<file path="src/shared/dpg_gpio_map.vh">
// register map, field positions and reset values of the dual-port gpio block
`ifndef DPG_GPIO_MAP_VH
`define DPG_GPIO_MAP_VH

// ============================================================
// register indices (byte address = index * 4)
`define DPG_IDX_LOW_PORT_OUT   8'h90
`define DPG_IDX_LOW_PORT_DIR   8'h91
`define DPG_IDX_LOW_PORT_IN    8'h92
`define DPG_IDX_LOW_PORT_PULL  8'h93
`define DPG_IDX_HIGH_PORT_OUT  8'hB0
`define DPG_IDX_HIGH_PORT_DIR  8'hEB
`define DPG_IDX_HIGH_PORT_IN   8'hEC
`define DPG_IDX_HIGH_PORT_PULL 8'hED
`define DPG_IDX_WAKE_MASK      8'hF0
`define DPG_IDX_IRQ_CTRL       8'hF1
`define DPG_IDX_ALT_CTRL       8'hF2

// ============================================================
// reset values
`define DPG_RST_LOW_OUT        8'hFF
`define DPG_RST_LOW_DIR        8'hFF
`define DPG_RST_LOW_PULL       8'h00
`define DPG_RST_HIGH_OUT       2'h3
`define DPG_RST_HIGH_DIR       2'h3
`define DPG_RST_HIGH_PULL      2'h0
`define DPG_RST_WAKE_MASK      8'hFF
`define DPG_RST_IRQ_CTRL       4'h0
`define DPG_RST_ALT_CTRL       8'h00

// ============================================================
// field positions
`define DPG_IRQ_ZERO_EN        0
`define DPG_IRQ_ZERO_EDGE      1
`define DPG_IRQ_ONE_EN         2
`define DPG_IRQ_ONE_EDGE       3
`define DPG_IRQ_ZERO_FLAG      4
`define DPG_IRQ_ONE_FLAG       5
`define DPG_ALT_SPI_EN         0
`define DPG_ALT_T1_COUNT_SEL   6
`define DPG_ALT_T1_GATE        7

// ============================================================
// bus answers
`define DPG_RESP_OKAY          2'h0
`define DPG_RESP_SLVERR        2'h2

`endif

</file>
<file path="src/core/dpg_gpio_top.v">
// dual-port gpio with spi, wake-up, external irq and timer pin functions
`timescale 1ns/1ps
`include "dpg_gpio_map.vh"

module dpg_gpio_top (
    input  wire        core_clk,
    input  wire        rst_n,
    // axi4-lite register slave
    input  wire [9:0]  s_axi_awaddr,
    input  wire        s_axi_awvalid,
    output wire        s_axi_awready,
    input  wire [31:0] s_axi_wdata,
    input  wire [3:0]  s_axi_wstrb,
    input  wire        s_axi_wvalid,
    output wire        s_axi_wready,
    output reg  [1:0]  s_axi_bresp,
    output reg         s_axi_bvalid,
    input  wire        s_axi_bready,
    input  wire [9:0]  s_axi_araddr,
    input  wire        s_axi_arvalid,
    output wire        s_axi_arready,
    output reg  [31:0] s_axi_rdata,
    output reg  [1:0]  s_axi_rresp,
    output reg         s_axi_rvalid,
    input  wire        s_axi_rready,
    // pads PP0..PP9
    input  wire [9:0]  pinIn,
    output wire [9:0]  pinOut,
    output wire [9:0]  pinOe,
    output wire [9:0]  pullUpEn,
    output wire [9:0]  pullDownEn,
    // spi peripheral side, bit 0..3 = cs, miso, mosi, clk
    input  wire [3:0]  spiOut,
    input  wire [3:0]  spiOe,
    output wire [3:0]  spiIn,
    // power-down wake-up
    input  wire        powerDown,
    output wire        wakeReq,
    // interrupt controller side
    input  wire        irqZeroAck,
    input  wire        irqOneAck,
    output wire        irqZeroFlag,
    output wire        irqOneFlag,
    // timer one side
    output wire        timerOneGateOk,
    output wire        timerOneCountTick
);

    // ============================================================
    // register storage
    reg  [7:0]  lowOut_q;       // low port data out
    reg  [7:0]  lowDir_q;       // low port direction, 1 = input
    reg  [7:0]  lowPull_q;      // low port pull select
    reg  [1:0]  highOut_q;      // high port data out, bits 1:0 only
    reg  [1:0]  highDir_q;      // high port direction
    reg  [1:0]  highPull_q;     // high port pull select
    reg  [7:0]  wakeMask_q;     // 0 enables the wake source
    reg  [3:0]  irqCtrl_q;      // enables and edge selects
    reg  [7:0]  altCtrl_q;      // spi enable, timer one selects
    reg         irqZeroFlag_q;  // interrupt zero pending
    reg         irqOneFlag_q;   // interrupt one pending

    // ============================================================
    // input synchroniser and spike filter
    reg  [9:0]  syncA_q;        // first stage, read only by syncB_q
    reg  [9:0]  syncB_q;
    reg  [9:0]  syncC_q;
    reg  [9:0]  pinFilt_q;      // filtered pin level
    reg  [9:0]  pinPrev_q;      // filtered level one cycle ago

    // ============================================================
    // bus slave state
    reg         awHeld_q;       // write address captured
    reg         wHeld_q;        // write data captured
    reg  [7:0]  awIdx_q;        // captured write index
    reg  [7:0]  wByte_q;        // captured low data byte
    reg         wLane_q;        // low byte lane strobed

    // ============================================================
    // combined per-pin views
    // bits 7:0 come from the low port and bits 9:8 from the two
    // implemented bits of the high port, so every pin-wide vector
    // below is indexed directly by the pad number
    wire [9:0]  pinDir  = {highDir_q, lowDir_q};
    wire [9:0]  pinData = {highOut_q, lowOut_q};
    wire [9:0]  pinPull = {highPull_q, lowPull_q};
    wire        spiEn   = altCtrl_q[`DPG_ALT_SPI_EN];

    // ------------------------------------------------------------
    // true if the index names one of the mapped registers; holes
    // answer with an error so stray software accesses are visible
    function isMapped;
        input [7:0] idx;
        begin
            case (idx)
                `DPG_IDX_LOW_PORT_OUT, `DPG_IDX_LOW_PORT_DIR,
                `DPG_IDX_LOW_PORT_IN, `DPG_IDX_LOW_PORT_PULL,
                `DPG_IDX_HIGH_PORT_OUT, `DPG_IDX_HIGH_PORT_DIR,
                `DPG_IDX_HIGH_PORT_IN, `DPG_IDX_HIGH_PORT_PULL,
                `DPG_IDX_WAKE_MASK, `DPG_IDX_IRQ_CTRL,
                `DPG_IDX_ALT_CTRL: isMapped = 1'b1;
                default:           isMapped = 1'b0;
            endcase
        end
    endfunction

    // ------------------------------------------------------------
    // next value of an interrupt flag; set wins over any clear
    function irqNext;
        input setEv;
        input flag;
        input clrEv;
        input edgeMode;
        begin
            // level mode tracks the pin, so only edge mode holds
            irqNext = setEv | (flag & ~clrEv & edgeMode);
        end
    endfunction

    // ============================================================
    // pad drive and pulls
    // spi pins take the peripheral's drive while spi is enabled
    wire [9:0]  altMask = spiEn ? 10'h078 : 10'h000;
    wire [9:0]  altOut  = {3'h0, spiOut, 3'h0};
    wire [9:0]  altOe   = {3'h0, spiOe, 3'h0};

    // a pin is an output when its direction bit is 0
    assign pinOut = (altMask & altOut) | (~altMask & pinData);
    assign pinOe  = (altMask & altOe) | (~altMask & ~pinDir);
    // pull only on undriven inputs whose out bit is set
    wire [9:0]  pullOn = ~pinOe & pinDir & pinData;
    assign pullUpEn   = pullOn & ~pinPull;
    assign pullDownEn = pullOn & pinPull;

    // spi receives the filtered pin levels
    assign spiIn = pinFilt_q[6:3];

    // ============================================================
    // sync: three flops, a change is taken once stage 2 and 3 agree
    // the price is four clocks of input latency; in exchange a pulse
    // of one clock never reaches the data-in registers or the irqs
    // filtered levels start low; pads settle within four clocks
    always @(posedge core_clk) begin
        if (!rst_n) begin
            syncA_q   <= 10'h000;
            syncB_q   <= 10'h000;
            syncC_q   <= 10'h000;
            pinFilt_q <= 10'h000;
            pinPrev_q <= 10'h000;
        end else begin
            syncA_q   <= pinIn;
            syncB_q   <= syncA_q;
            syncC_q   <= syncB_q;
            // a one-cycle glitch never shows in both stages
            pinFilt_q <= (syncB_q & syncC_q) |
                         (pinFilt_q & (syncB_q | syncC_q));
            pinPrev_q <= pinFilt_q;
        end
    end

    // ============================================================
    // wake-up: sources 2..7 on PP3, PP4, PP6, PP7, PP8, PP9
    // the request is a plain level: it drops as soon as the pin, the
    // mask or the power-down input changes; nothing is latched here
    wire [5:0]  wakePin  = {pinFilt_q[9:6], pinFilt_q[4:3]};
    wire [5:0]  wakeLvl  = {pinPull[9:6], pinPull[4:3]};
    wire [5:0]  wakeIn   = {pinDir[9:6], pinDir[4:3]};
    // level matches when pin equals the pull select bit
    wire [5:0]  wakeHit  = ~(wakePin ^ wakeLvl) & wakeIn &
                           ~wakeMask_q[7:2];
    assign wakeReq = powerDown & (|wakeHit);

    // ============================================================
    // external interrupts
    // level mode re-evaluates every clock and edge mode latches the
    // flag until software or the controller clears it; a falling edge
    // is one clock wide because it compares against pinPrev_q
    wire        irqZeroEdge = irqCtrl_q[`DPG_IRQ_ZERO_EDGE];
    wire        irqOneEdge  = irqCtrl_q[`DPG_IRQ_ONE_EDGE];
    wire        fallZero    = pinPrev_q[9] & ~pinFilt_q[9];
    wire        fallOne     = pinPrev_q[7] & ~pinFilt_q[7];
    wire        setZero     = irqCtrl_q[`DPG_IRQ_ZERO_EN] &
                              (irqZeroEdge ? fallZero : ~pinFilt_q[9]);
    wire        setOne      = irqCtrl_q[`DPG_IRQ_ONE_EN] &
                              (irqOneEdge ? fallOne : ~pinFilt_q[7]);
    assign irqZeroFlag = irqZeroFlag_q;
    assign irqOneFlag  = irqOneFlag_q;

    // ============================================================
    // timer one pins
    // gate set: timer runs only while PP8 is high
    assign timerOneGateOk = ~altCtrl_q[`DPG_ALT_T1_GATE] |
                            pinFilt_q[8];
    // counter mode counts PP9 falling edges, else every clock
    assign timerOneCountTick = altCtrl_q[`DPG_ALT_T1_COUNT_SEL] ?
                               fallZero : 1'b1;

    // ============================================================
    // axi4-lite write side
    // only the low byte lane carries data; other lanes are ignored
    // one write is in flight at a time: each ready output drops once its half
    // is held and stays low until the held halves are committed
    assign s_axi_awready = ~awHeld_q;
    assign s_axi_wready  = ~wHeld_q;
    wire        doWrite = awHeld_q & wHeld_q & ~s_axi_bvalid;
    wire        wrHit   = doWrite & wLane_q;
    wire        swClrZero = wrHit & (awIdx_q == `DPG_IDX_IRQ_CTRL) &
                            wByte_q[`DPG_IRQ_ZERO_FLAG];
    wire        swClrOne  = wrHit & (awIdx_q == `DPG_IDX_IRQ_CTRL) &
                            wByte_q[`DPG_IRQ_ONE_FLAG];

    // address and data are taken in either order, then answered
    always @(posedge core_clk) begin
        if (!rst_n) begin
            awHeld_q     <= 1'b0;
            wHeld_q      <= 1'b0;
            awIdx_q      <= 8'h00;
            wByte_q      <= 8'h00;
            wLane_q      <= 1'b0;
            s_axi_bvalid <= 1'b0;
            s_axi_bresp  <= `DPG_RESP_OKAY;
        end else begin
            if (s_axi_awvalid && !awHeld_q) begin
                awHeld_q <= 1'b1;
                awIdx_q  <= s_axi_awaddr[9:2];
            end
            if (s_axi_wvalid && !wHeld_q) begin
                wHeld_q <= 1'b1;
                wByte_q <= s_axi_wdata[7:0];
                wLane_q <= s_axi_wstrb[0];
            end
            if (doWrite) begin
                // both halves present: commit and answer
                awHeld_q     <= 1'b0;
                wHeld_q      <= 1'b0;
                s_axi_bvalid <= 1'b1;
                s_axi_bresp  <= isMapped(awIdx_q) ? `DPG_RESP_OKAY :
                                                    `DPG_RESP_SLVERR;
            end else if (s_axi_bvalid && s_axi_bready) begin
                s_axi_bvalid <= 1'b0;
            end
        end
    end

    // ============================================================
    // register updates and interrupt flags
    // the high port keeps only two bits; writes to reserved bits are
    // dropped so they always read back as zero
    // registers keep their value through power-down; only reset
    // loads the defaults
    always @(posedge core_clk) begin
        if (!rst_n) begin
            lowOut_q      <= `DPG_RST_LOW_OUT;
            lowDir_q      <= `DPG_RST_LOW_DIR;
            lowPull_q     <= `DPG_RST_LOW_PULL;
            highOut_q     <= `DPG_RST_HIGH_OUT;
            highDir_q     <= `DPG_RST_HIGH_DIR;
            highPull_q    <= `DPG_RST_HIGH_PULL;
            wakeMask_q    <= `DPG_RST_WAKE_MASK;
            irqCtrl_q     <= `DPG_RST_IRQ_CTRL;
            altCtrl_q     <= `DPG_RST_ALT_CTRL;
            irqZeroFlag_q <= 1'b0;
            irqOneFlag_q  <= 1'b0;
        end else begin
            if (wrHit) begin
                case (awIdx_q)
                    `DPG_IDX_LOW_PORT_OUT:   lowOut_q   <= wByte_q;
                    `DPG_IDX_LOW_PORT_DIR:   lowDir_q   <= wByte_q;
                    `DPG_IDX_LOW_PORT_PULL:  lowPull_q  <= wByte_q;
                    // upper six bits of the high port are dropped
                    `DPG_IDX_HIGH_PORT_OUT:  highOut_q  <= wByte_q[1:0];
                    `DPG_IDX_HIGH_PORT_DIR:  highDir_q  <= wByte_q[1:0];
                    `DPG_IDX_HIGH_PORT_PULL: highPull_q <= wByte_q[1:0];
                    `DPG_IDX_WAKE_MASK:      wakeMask_q <= wByte_q;
                    `DPG_IDX_IRQ_CTRL:       irqCtrl_q  <= wByte_q[3:0];
                    `DPG_IDX_ALT_CTRL:       altCtrl_q  <= wByte_q;
                    // input registers and holes ignore writes
                    default: ;
                endcase
            end
            irqZeroFlag_q <= irqNext(setZero, irqZeroFlag_q,
                                     swClrZero | irqZeroAck,
                                     irqZeroEdge);
            irqOneFlag_q  <= irqNext(setOne, irqOneFlag_q,
                                     swClrOne | irqOneAck,
                                     irqOneEdge);
        end
    end

    // ============================================================
    // read mux
    reg  [7:0]  rdByte;
    always @* begin
        case (s_axi_araddr[9:2])
            `DPG_IDX_LOW_PORT_OUT:   rdByte = lowOut_q;
            `DPG_IDX_LOW_PORT_DIR:   rdByte = lowDir_q;
            `DPG_IDX_LOW_PORT_IN:    rdByte = pinFilt_q[7:0];
            `DPG_IDX_LOW_PORT_PULL:  rdByte = lowPull_q;
            `DPG_IDX_HIGH_PORT_OUT:  rdByte = {6'h00, highOut_q};
            `DPG_IDX_HIGH_PORT_DIR:  rdByte = {6'h00, highDir_q};
            `DPG_IDX_HIGH_PORT_IN:   rdByte = {6'h00, pinFilt_q[9:8]};
            `DPG_IDX_HIGH_PORT_PULL: rdByte = {6'h00, highPull_q};
            `DPG_IDX_WAKE_MASK:      rdByte = wakeMask_q;
            `DPG_IDX_IRQ_CTRL:       rdByte = {2'h0, irqOneFlag_q,
                                               irqZeroFlag_q, irqCtrl_q};
            `DPG_IDX_ALT_CTRL:       rdByte = altCtrl_q;
            default:                 rdByte = 8'h00;
        endcase
    end

    // ============================================================
    // axi4-lite read side: one cycle from address to data
    // rdata is loaded from the mux at the edge that takes the address,
    // so the mux must follow araddr combinationally
    assign s_axi_arready = ~s_axi_rvalid;
    always @(posedge core_clk) begin
        if (!rst_n) begin
            s_axi_rvalid <= 1'b0;
            s_axi_rdata  <= 32'h0000_0000;
            s_axi_rresp  <= `DPG_RESP_OKAY;
        end else if (s_axi_arvalid && !s_axi_rvalid) begin
            s_axi_rvalid <= 1'b1;
            s_axi_rdata  <= {24'h00_0000, rdByte};
            s_axi_rresp  <= isMapped(s_axi_araddr[9:2]) ?
                            `DPG_RESP_OKAY : `DPG_RESP_SLVERR;
        end else if (s_axi_rready) begin
            s_axi_rvalid <= 1'b0;
        end
    end

endmodule // dpg_gpio_top

</file>
<file path="config.mk">
export PLATFORM = sky130hd
export DESIGN_NAME = dpg_gpio_top
export DESIGN_NICKNAME = d
export VERILOG_FILES = /design/src/core/dpg_gpio_top.v
export VERILOG_INCLUDE_DIRS = /design/src /design/src/shared
export SDC_FILE = /design/constraint.sdc
export NUM_CORES = 1
export LEC_CHECK = 0
export BUFFER_PORTS_ARGS = -buffer_cell sky130_fd_sc_hd__buf_2
export CAP_MARGIN = 20
export CORE_MARGIN = 2
export CORE_UTILIZATION = 35
export CTS_BUF_LIST = sky130_fd_sc_hd__clkbuf_8 sky130_fd_sc_hd__clkbuf_16
export DETAILED_ROUTE_END_ITERATION = 12
export PLACE_DENSITY = 0.67
export SETUP_SLACK_MARGIN = 0.4
export SYNTH_ARGS = -nofsm -noshare
export SYNTH_HDL_FRONTEND = slang
export SYNTH_SLANG_ARGS = --single-unit
</file>
<file path="constraint.sdc">
create_clock -name core_clk -period 2.1 [get_ports core_clk]
set_input_delay 0.42 -clock core_clk [delete_from_list [all_inputs] [get_ports core_clk]]
set_output_delay 0.42 -clock core_clk [all_outputs]
set_load 0.005 [all_outputs]
</file>
Word-level counts from Yosys, hierarchy flattened
Cells that the tools add are included.

storage, ports and cells
  bits of input ports = 84
  logic and storage cells = 140
  register bits = 135
  output and inout bits = 90

cells by class
  equality and inequality tests = 22
  reductions and logical operators = 22
  bitwise operators = 53
  mux-type cells = 17

operators by type and width
  operator                                       number
  8-bit == test (second input constant)          22
  8-bit one-hot mux with 11 select lines         1
  10-bit bitwise AND                             8
  10-bit inverter                                3
  11-bit OR reduction                            2
  10-bit bitwise OR                              2
  7-bit by 10-bit bitwise OR with 10-bit output  2
  2-bit AND reduction                            9
  1-bit bitwise AND                              15
  7-bit bitwise AND                              2
  1-bit two-way mux                              13
  6-bit bitwise AND                              2
  6-bit inverter                                 2
  1-bit inverter                                 10
  7-bit inverter with 10-bit output              1
  7-bit two-way mux                              1
  6-bit OR reduction                             1
  6-bit XOR                                      1
  1-bit bitwise OR                               5
  1-bit logical AND                              4
  2-bit two-way mux                              2
  2-bit nonzero test                             2
  1-bit logical NOT                              3
  2-bit OR reduction                             1

Logic depth before layout (Yosys ltp)
  depth in word-level cells = 10
  mapped depth = 7

Least setup slack after synthesis
Ideal clock, no wire load.

  kind = register to register
  from = register awIdx_q[3]
  to = register wakeMask_q[0]
  cell stages (with the launch flop) = 6
  setup slack = 377 ps
  required time = 1,971 ps
  arrival = 1,593 ps
  library setup time = 129 ps
  path through = dfxtp_1 > nand4bb_4 > or3_4 > nor3_4 > mux2i_1 > nand2_1

between the ends
  longest elaborated chain between the ends = 2

ends and longest elaborated chain
  item                                  line                text
  from (decl)                           dpg_gpio_top.v:75   reg [7:0] awIdx_q;
  from (signal assigned)                dpg_gpio_top.v:225  awIdx_q <= s_axi_awaddr[9:2];
  8-bit == test                         dpg_gpio_top.v:266  case (awIdx_q)
  2-bit AND reduction (no source line)  --
  to (signal assigned)                  dpg_gpio_top.v:259  wakeMask_q <= `DPG_RST_WAKE_MASK;
  to (signal assigned)                  dpg_gpio_top.v:274  `DPG_IDX_WAKE_MASK: wakeMask_q <= wByte_q;
  to (decl)                             dpg_gpio_top.v:57   reg [7:0] wakeMask_q;

No other way between the ends.
A chain may end at the register's enable or synchronous reset.

Final worst setup path
  from = register lowPull_q[3]
  to = output port wakeReq

between the ends
  longest elaborated chain between the ends = 6

ends and longest elaborated chain
  item                             line                text
  from (decl)                      dpg_gpio_top.v:53   reg [7:0] lowPull_q;
  from (signal assigned)           dpg_gpio_top.v:255  lowPull_q <= `DPG_RST_LOW_PULL;
  from (signal assigned)           dpg_gpio_top.v:269  `DPG_IDX_LOW_PORT_PULL: lowPull_q <= wByte_q;
  6-bit XOR                        dpg_gpio_top.v:169  wire [5:0] wakeHit = ~(wakePin ^ wakeLvl) & wakeIn &
  6-bit inverter                   dpg_gpio_top.v:169
  6-bit bitwise AND (2 in series)  dpg_gpio_top.v:169
  6-bit OR reduction               dpg_gpio_top.v:171  assign wakeReq = powerDown & (|wakeHit);
  1-bit bitwise AND                dpg_gpio_top.v:171
  to (decl)                        dpg_gpio_top.v:38   output wire wakeReq,

No other way between the ends.

==> results.sh <==
export IMPL_outcome="finished clean"
export IMPL_cts_made_buffers=17
export IMPL_pwr_density_cell_nw_per_um2=838
export IMPL_grt_most_used_layer="met2"
export IMPL_worst_r2r_cell_count=6
export IMPL_grt_total_usage=0.177
export IMPL_wire_length_of_the_first_global_routing_pass_mm=23.9
export IMPL_mappedNetlistArea_sq_um=5740
export IMPL_power_leakage_nw=3.29
export IMPL_final_worst_path_period_share=0.981
export IMPL_crit_path_start_kind="flip-flop"
export IMPL_critPathRequiredTime_ns=1.68
export IMPL_synthesis_area_per_instance_sq_um=9.06
export IMPL_worst_pin_slew_ns=0.593
export IMPL_critical_path_arrival_ns=1.64
export IMPL_mostFrequentLayoutCells="sky130_fd_sc_hd__buf_2, sky130_fd_sc_hd__dfxtp_1, sky130_fd_sc_hd__nand2_1"
export IMPL_via_count=4766
export IMPL_postSynth_topFlopCell="sky130_fd_sc_hd__dfxtp_1"
export IMPL_worst_setup_hold_path_clk_slew_ns=0.06
export IMPL_die_h_um=132
export IMPL_clock_latency_ns=0.42
export IMPL_synth_async_sr_flop_share=0
export IMPL_yosys_cell_types_count=55
export IMPL_dp_final_hpwl_mm=11.1
export IMPL_met3_usage=0.0431
export IMPL_synth_cells=634
export IMPL_regToRegSetupSlack_ns=0.38
export IMPL_grt_pass1_vias=4510
export IMPL_largest_voltage_drop_on_the_vdd_net_mv=0.535
export IMPL_gp_routability_congestion=0.921
export IMPL_dieArea_sq_um=17400
export IMPL_yosysWarningCount=0
export IMPL_routed_wirelength_mm=15.6
export IMPL_fmaxAchievable_mhz=485
export IMPL_cts_hold_buf=0
export IMPL_post_layout_total_power_mw=6.31
export IMPL_drc=0
export IMPL_cap_violations=0
export IMPL_clock_skew_ns=0.00671
export IMPL_hold_depth=2
export IMPL_drt_first_iter_violations=272
export IMPL_globalRouteMet1Util=0.227
export IMPL_total_negative_setup_slack_ns=0
export IMPL_met2_usage=0.275
export IMPL_reg2reg_to="wakeMask_q[3]$_SDFFE_PN1P_"
export IMPL_cts_max_path_buffers=2
export IMPL_crit_fanout=2
export IMPL_seq_area_frac_synth=0.436
export IMPL_initial_utilization=0.360
export IMPL_final_hold_violation_count=0
export IMPL_detail_route_wl_per_cell_um=15.7
export IMPL_area_growth_synth_to_final_pct=31.2
export IMPL_hold_path_startpoint="pinIn[6]"
export IMPL_cts_num_sinks=125
export IMPL_layout_commonest_cell="sky130_fd_sc_hd__buf_2"
export IMPL_route_detailed_vias_per_inst=4.79
export IMPL_fp_coreArea_sq_um=15900
export IMPL_yosys_register_bits=125
export IMPL_finalSetupViolations=0
export IMPL_final_layout_size_suffix_gt1_frac=0.303
export IMPL_endpoint_kind="output pin"
export IMPL_die_width_um=132
export IMPL_cts_tree="yes"
export IMPL_synth_edf_count=0
export IMPL_criticalPathCategory="reg2out"
export IMPL_grt_overflow_total=0
export IMPL_core_rows=46
export IMPL_slew_violations=0
export IMPL_hold_path_class="in2reg"
export IMPL_worstHoldEndpoint="syncA_q[6]$_SDFF_PN0_"
export IMPL_port_buffers=116
export IMPL_io_pins=174
export IMPL_antenna_cells=0
export IMPL_ff_to_ff_start="awIdx_q[2]$_SDFFE_PN0P_"
export IMPL_post_route_min_period_ns=2.06
export IMPL_drt_first_pass_iters=4
export IMPL_cts_max_level=4
export IMPL_grt_setup_unrepaired="true"
export IMPL_clock_root_buffer="sky130_fd_sc_hd__clkbuf_16"
export IMPL_max_slew_margin=0.604
export IMPL_finalNetCount=849
export IMPL_antenna_found_initial=0
export IMPL_postRouteAntennaNets=0
export IMPL_grt_start_max_net_pins=93
## kinds of logic (layout without fill, tap and decap cells)
family                    count (synthesis)  after routing  share of synthesized area
buffers and inverters                    81            200                     0.0773
muxes                                    75             75                      0.133
and+or+nand+nor                         258            258                      0.236
DFF                                     125            125                      0.436
AOI/OAI and AO/OA                        88             88                      0.108
xor gates and xnor gates                  6              6                    0.00915
other                                     1             26                   0.000653
## per-layer routing
layer	wire length, um	up-vias
li1	-	2379
met1	7010	2213
met2	7250	148
met3	860	26
met4	502	0
met5	0	-
## synth_stat cells, types with 2 or more instances
cell,instances,area (sq um)
sky130_fd_sc_hd__o22ai_1,7,43.8
sky130_fd_sc_hd__inv_1,17,63.8
sky130_fd_sc_hd__nor2b_1,41,257
sky130_fd_sc_hd__a211oi_1,5,37.5
sky130_fd_sc_hd__nand2_1,91,342
sky130_fd_sc_hd__a21boi_0,20,150
sky130_fd_sc_hd__o211ai_1,3,22.5
sky130_fd_sc_hd__mux2_2,10,113
sky130_fd_sc_hd__a22oi_1,4,30.0
sky130_fd_sc_hd__buf_4,35,263
sky130_fd_sc_hd__o2bb2ai_1,2,17.5
sky130_fd_sc_hd__nand3b_1,3,22.5
sky130_fd_sc_hd__o21ai_0,24,120
sky130_fd_sc_hd__mux2i_1,65,651
sky130_fd_sc_hd__nand3_1,25,125
sky130_fd_sc_hd__buf_2,7,35.0
sky130_fd_sc_hd__dfxtp_1,125,2500
sky130_fd_sc_hd__and3_1,7,43.8
sky130_fd_sc_hd__o21a_1,2,15.0
sky130_fd_sc_hd__nor4b_1,3,26.3
sky130_fd_sc_hd__xor2_1,5,43.8
sky130_fd_sc_hd__a221o_1,2,20.0
sky130_fd_sc_hd__a221oi_1,3,26.3
sky130_fd_sc_hd__a311oi_1,2,17.5
sky130_fd_sc_hd__nand2b_1,6,37.5
sky130_fd_sc_hd__o221ai_1,2,17.5
sky130_fd_sc_hd__nand4b_1,3,26.3
sky130_fd_sc_hd__clkbuf_1,22,82.6
sky130_fd_sc_hd__nor2_1,25,93.8
sky130_fd_sc_hd__nor3b_1,4,30.0
sky130_fd_sc_hd__and2_1,35,219
sky130_fd_sc_hd__o32ai_1,2,17.5
sky130_fd_sc_hd__nor3_1,5,25.0
## flip-flops by register name, indices dropped and copies added (netlist names), 4 cells and up
name / count
wByte_q: 8
lowDir_q: 8
irqCtrl_q: 4
pinFilt_q: 10
wakeMask_q: 8
syncA_q: 10
altCtrl_q: 8
syncC_q: 10
syncB_q: 10
lowOut_q: 8
awIdx_q: 8
s_axi_rdata: 8
lowPull_q: 8
## cell type report
type                    count  area, sq um
fillers                  1545         8410
multi-input cells         453         3020
flip-flops and latches    125         2530
repair buffers            151          942
clock buffers              18          439
well taps                 216          270
clock inverters            14          264
inverters                  17         63.8
## worst max-delay path: stages (launching register included)
cell and delay, ns:
sky130_fd_sc_hd__dfxtp_2 0.36, sky130_fd_sc_hd__xor2_1 0.15, sky130_fd_sc_hd__o32a_1 0.22, sky130_fd_sc_hd__o311ai_4 0.11
sky130_fd_sc_hd__o31a_1 0.26, sky130_fd_sc_hd__buf_2 0.13
## through the flow
step | hold WS (ns) | cell area (sq um) | instances | utilization | worst slack, ns
final | 0.207 | 7530 | 994 | 0.472 | 0.0400
after global placement | 0.413 | 6540 | 950 | 0.410 | 0.154
after global routing | 0.194 | 7530 | 994 | 0.472 | -0.0401
after detailed placement | 0.417 | 6540 | 950 | 0.410 | 0.153
after CTS | 0.191 | 7410 | 992 | 0.465 | -0.0346
after floorplan | 0.412 | 5840 | 659 | - | 0.388
## power by group
part           internal (mW)  leakage [nW]  total (mW)  switching, mW
registers               2.43          1.02        2.49         0.0657
clock network           2.38         0.333        3.48           1.10
logic                  0.160          1.93       0.336          0.177
## what timing repair did
item / 4_1_cts / 5_1_grt
setup buffers: 10 / 2
gates resized for setup: 34 / 30
setup endpoints to repair: 63 / 53
pin swaps: 11 / 10
hold endpoints to repair: 0 / 0
## worst max path at each step
stage	start	to	slack (ns)	depth (start not counted)
floorplan	s_axi_bvalid$_SDFFE_PN0P_	wakeMask_q[0]$_SDFFE_PN1P_	0.39	5
global placement	s_axi_araddr[5]	s_axi_rdata[1]$_SDFFE_PN0P_	0.15	6
detailed placement	s_axi_araddr[5]	s_axi_rdata[7]$_SDFFE_PN0P_	0.15	6
CTS	pinFilt_q[9]$_SDFF_PN0_	wakeReq	-0.03	5
global route	lowPull_q[3]$_SDFFE_PN0P_	wakeReq	-0.04	5
finish	lowPull_q[3]$_SDFFE_PN0P_	wakeReq	0.04	5
Power figures use the tool's default switching activity.
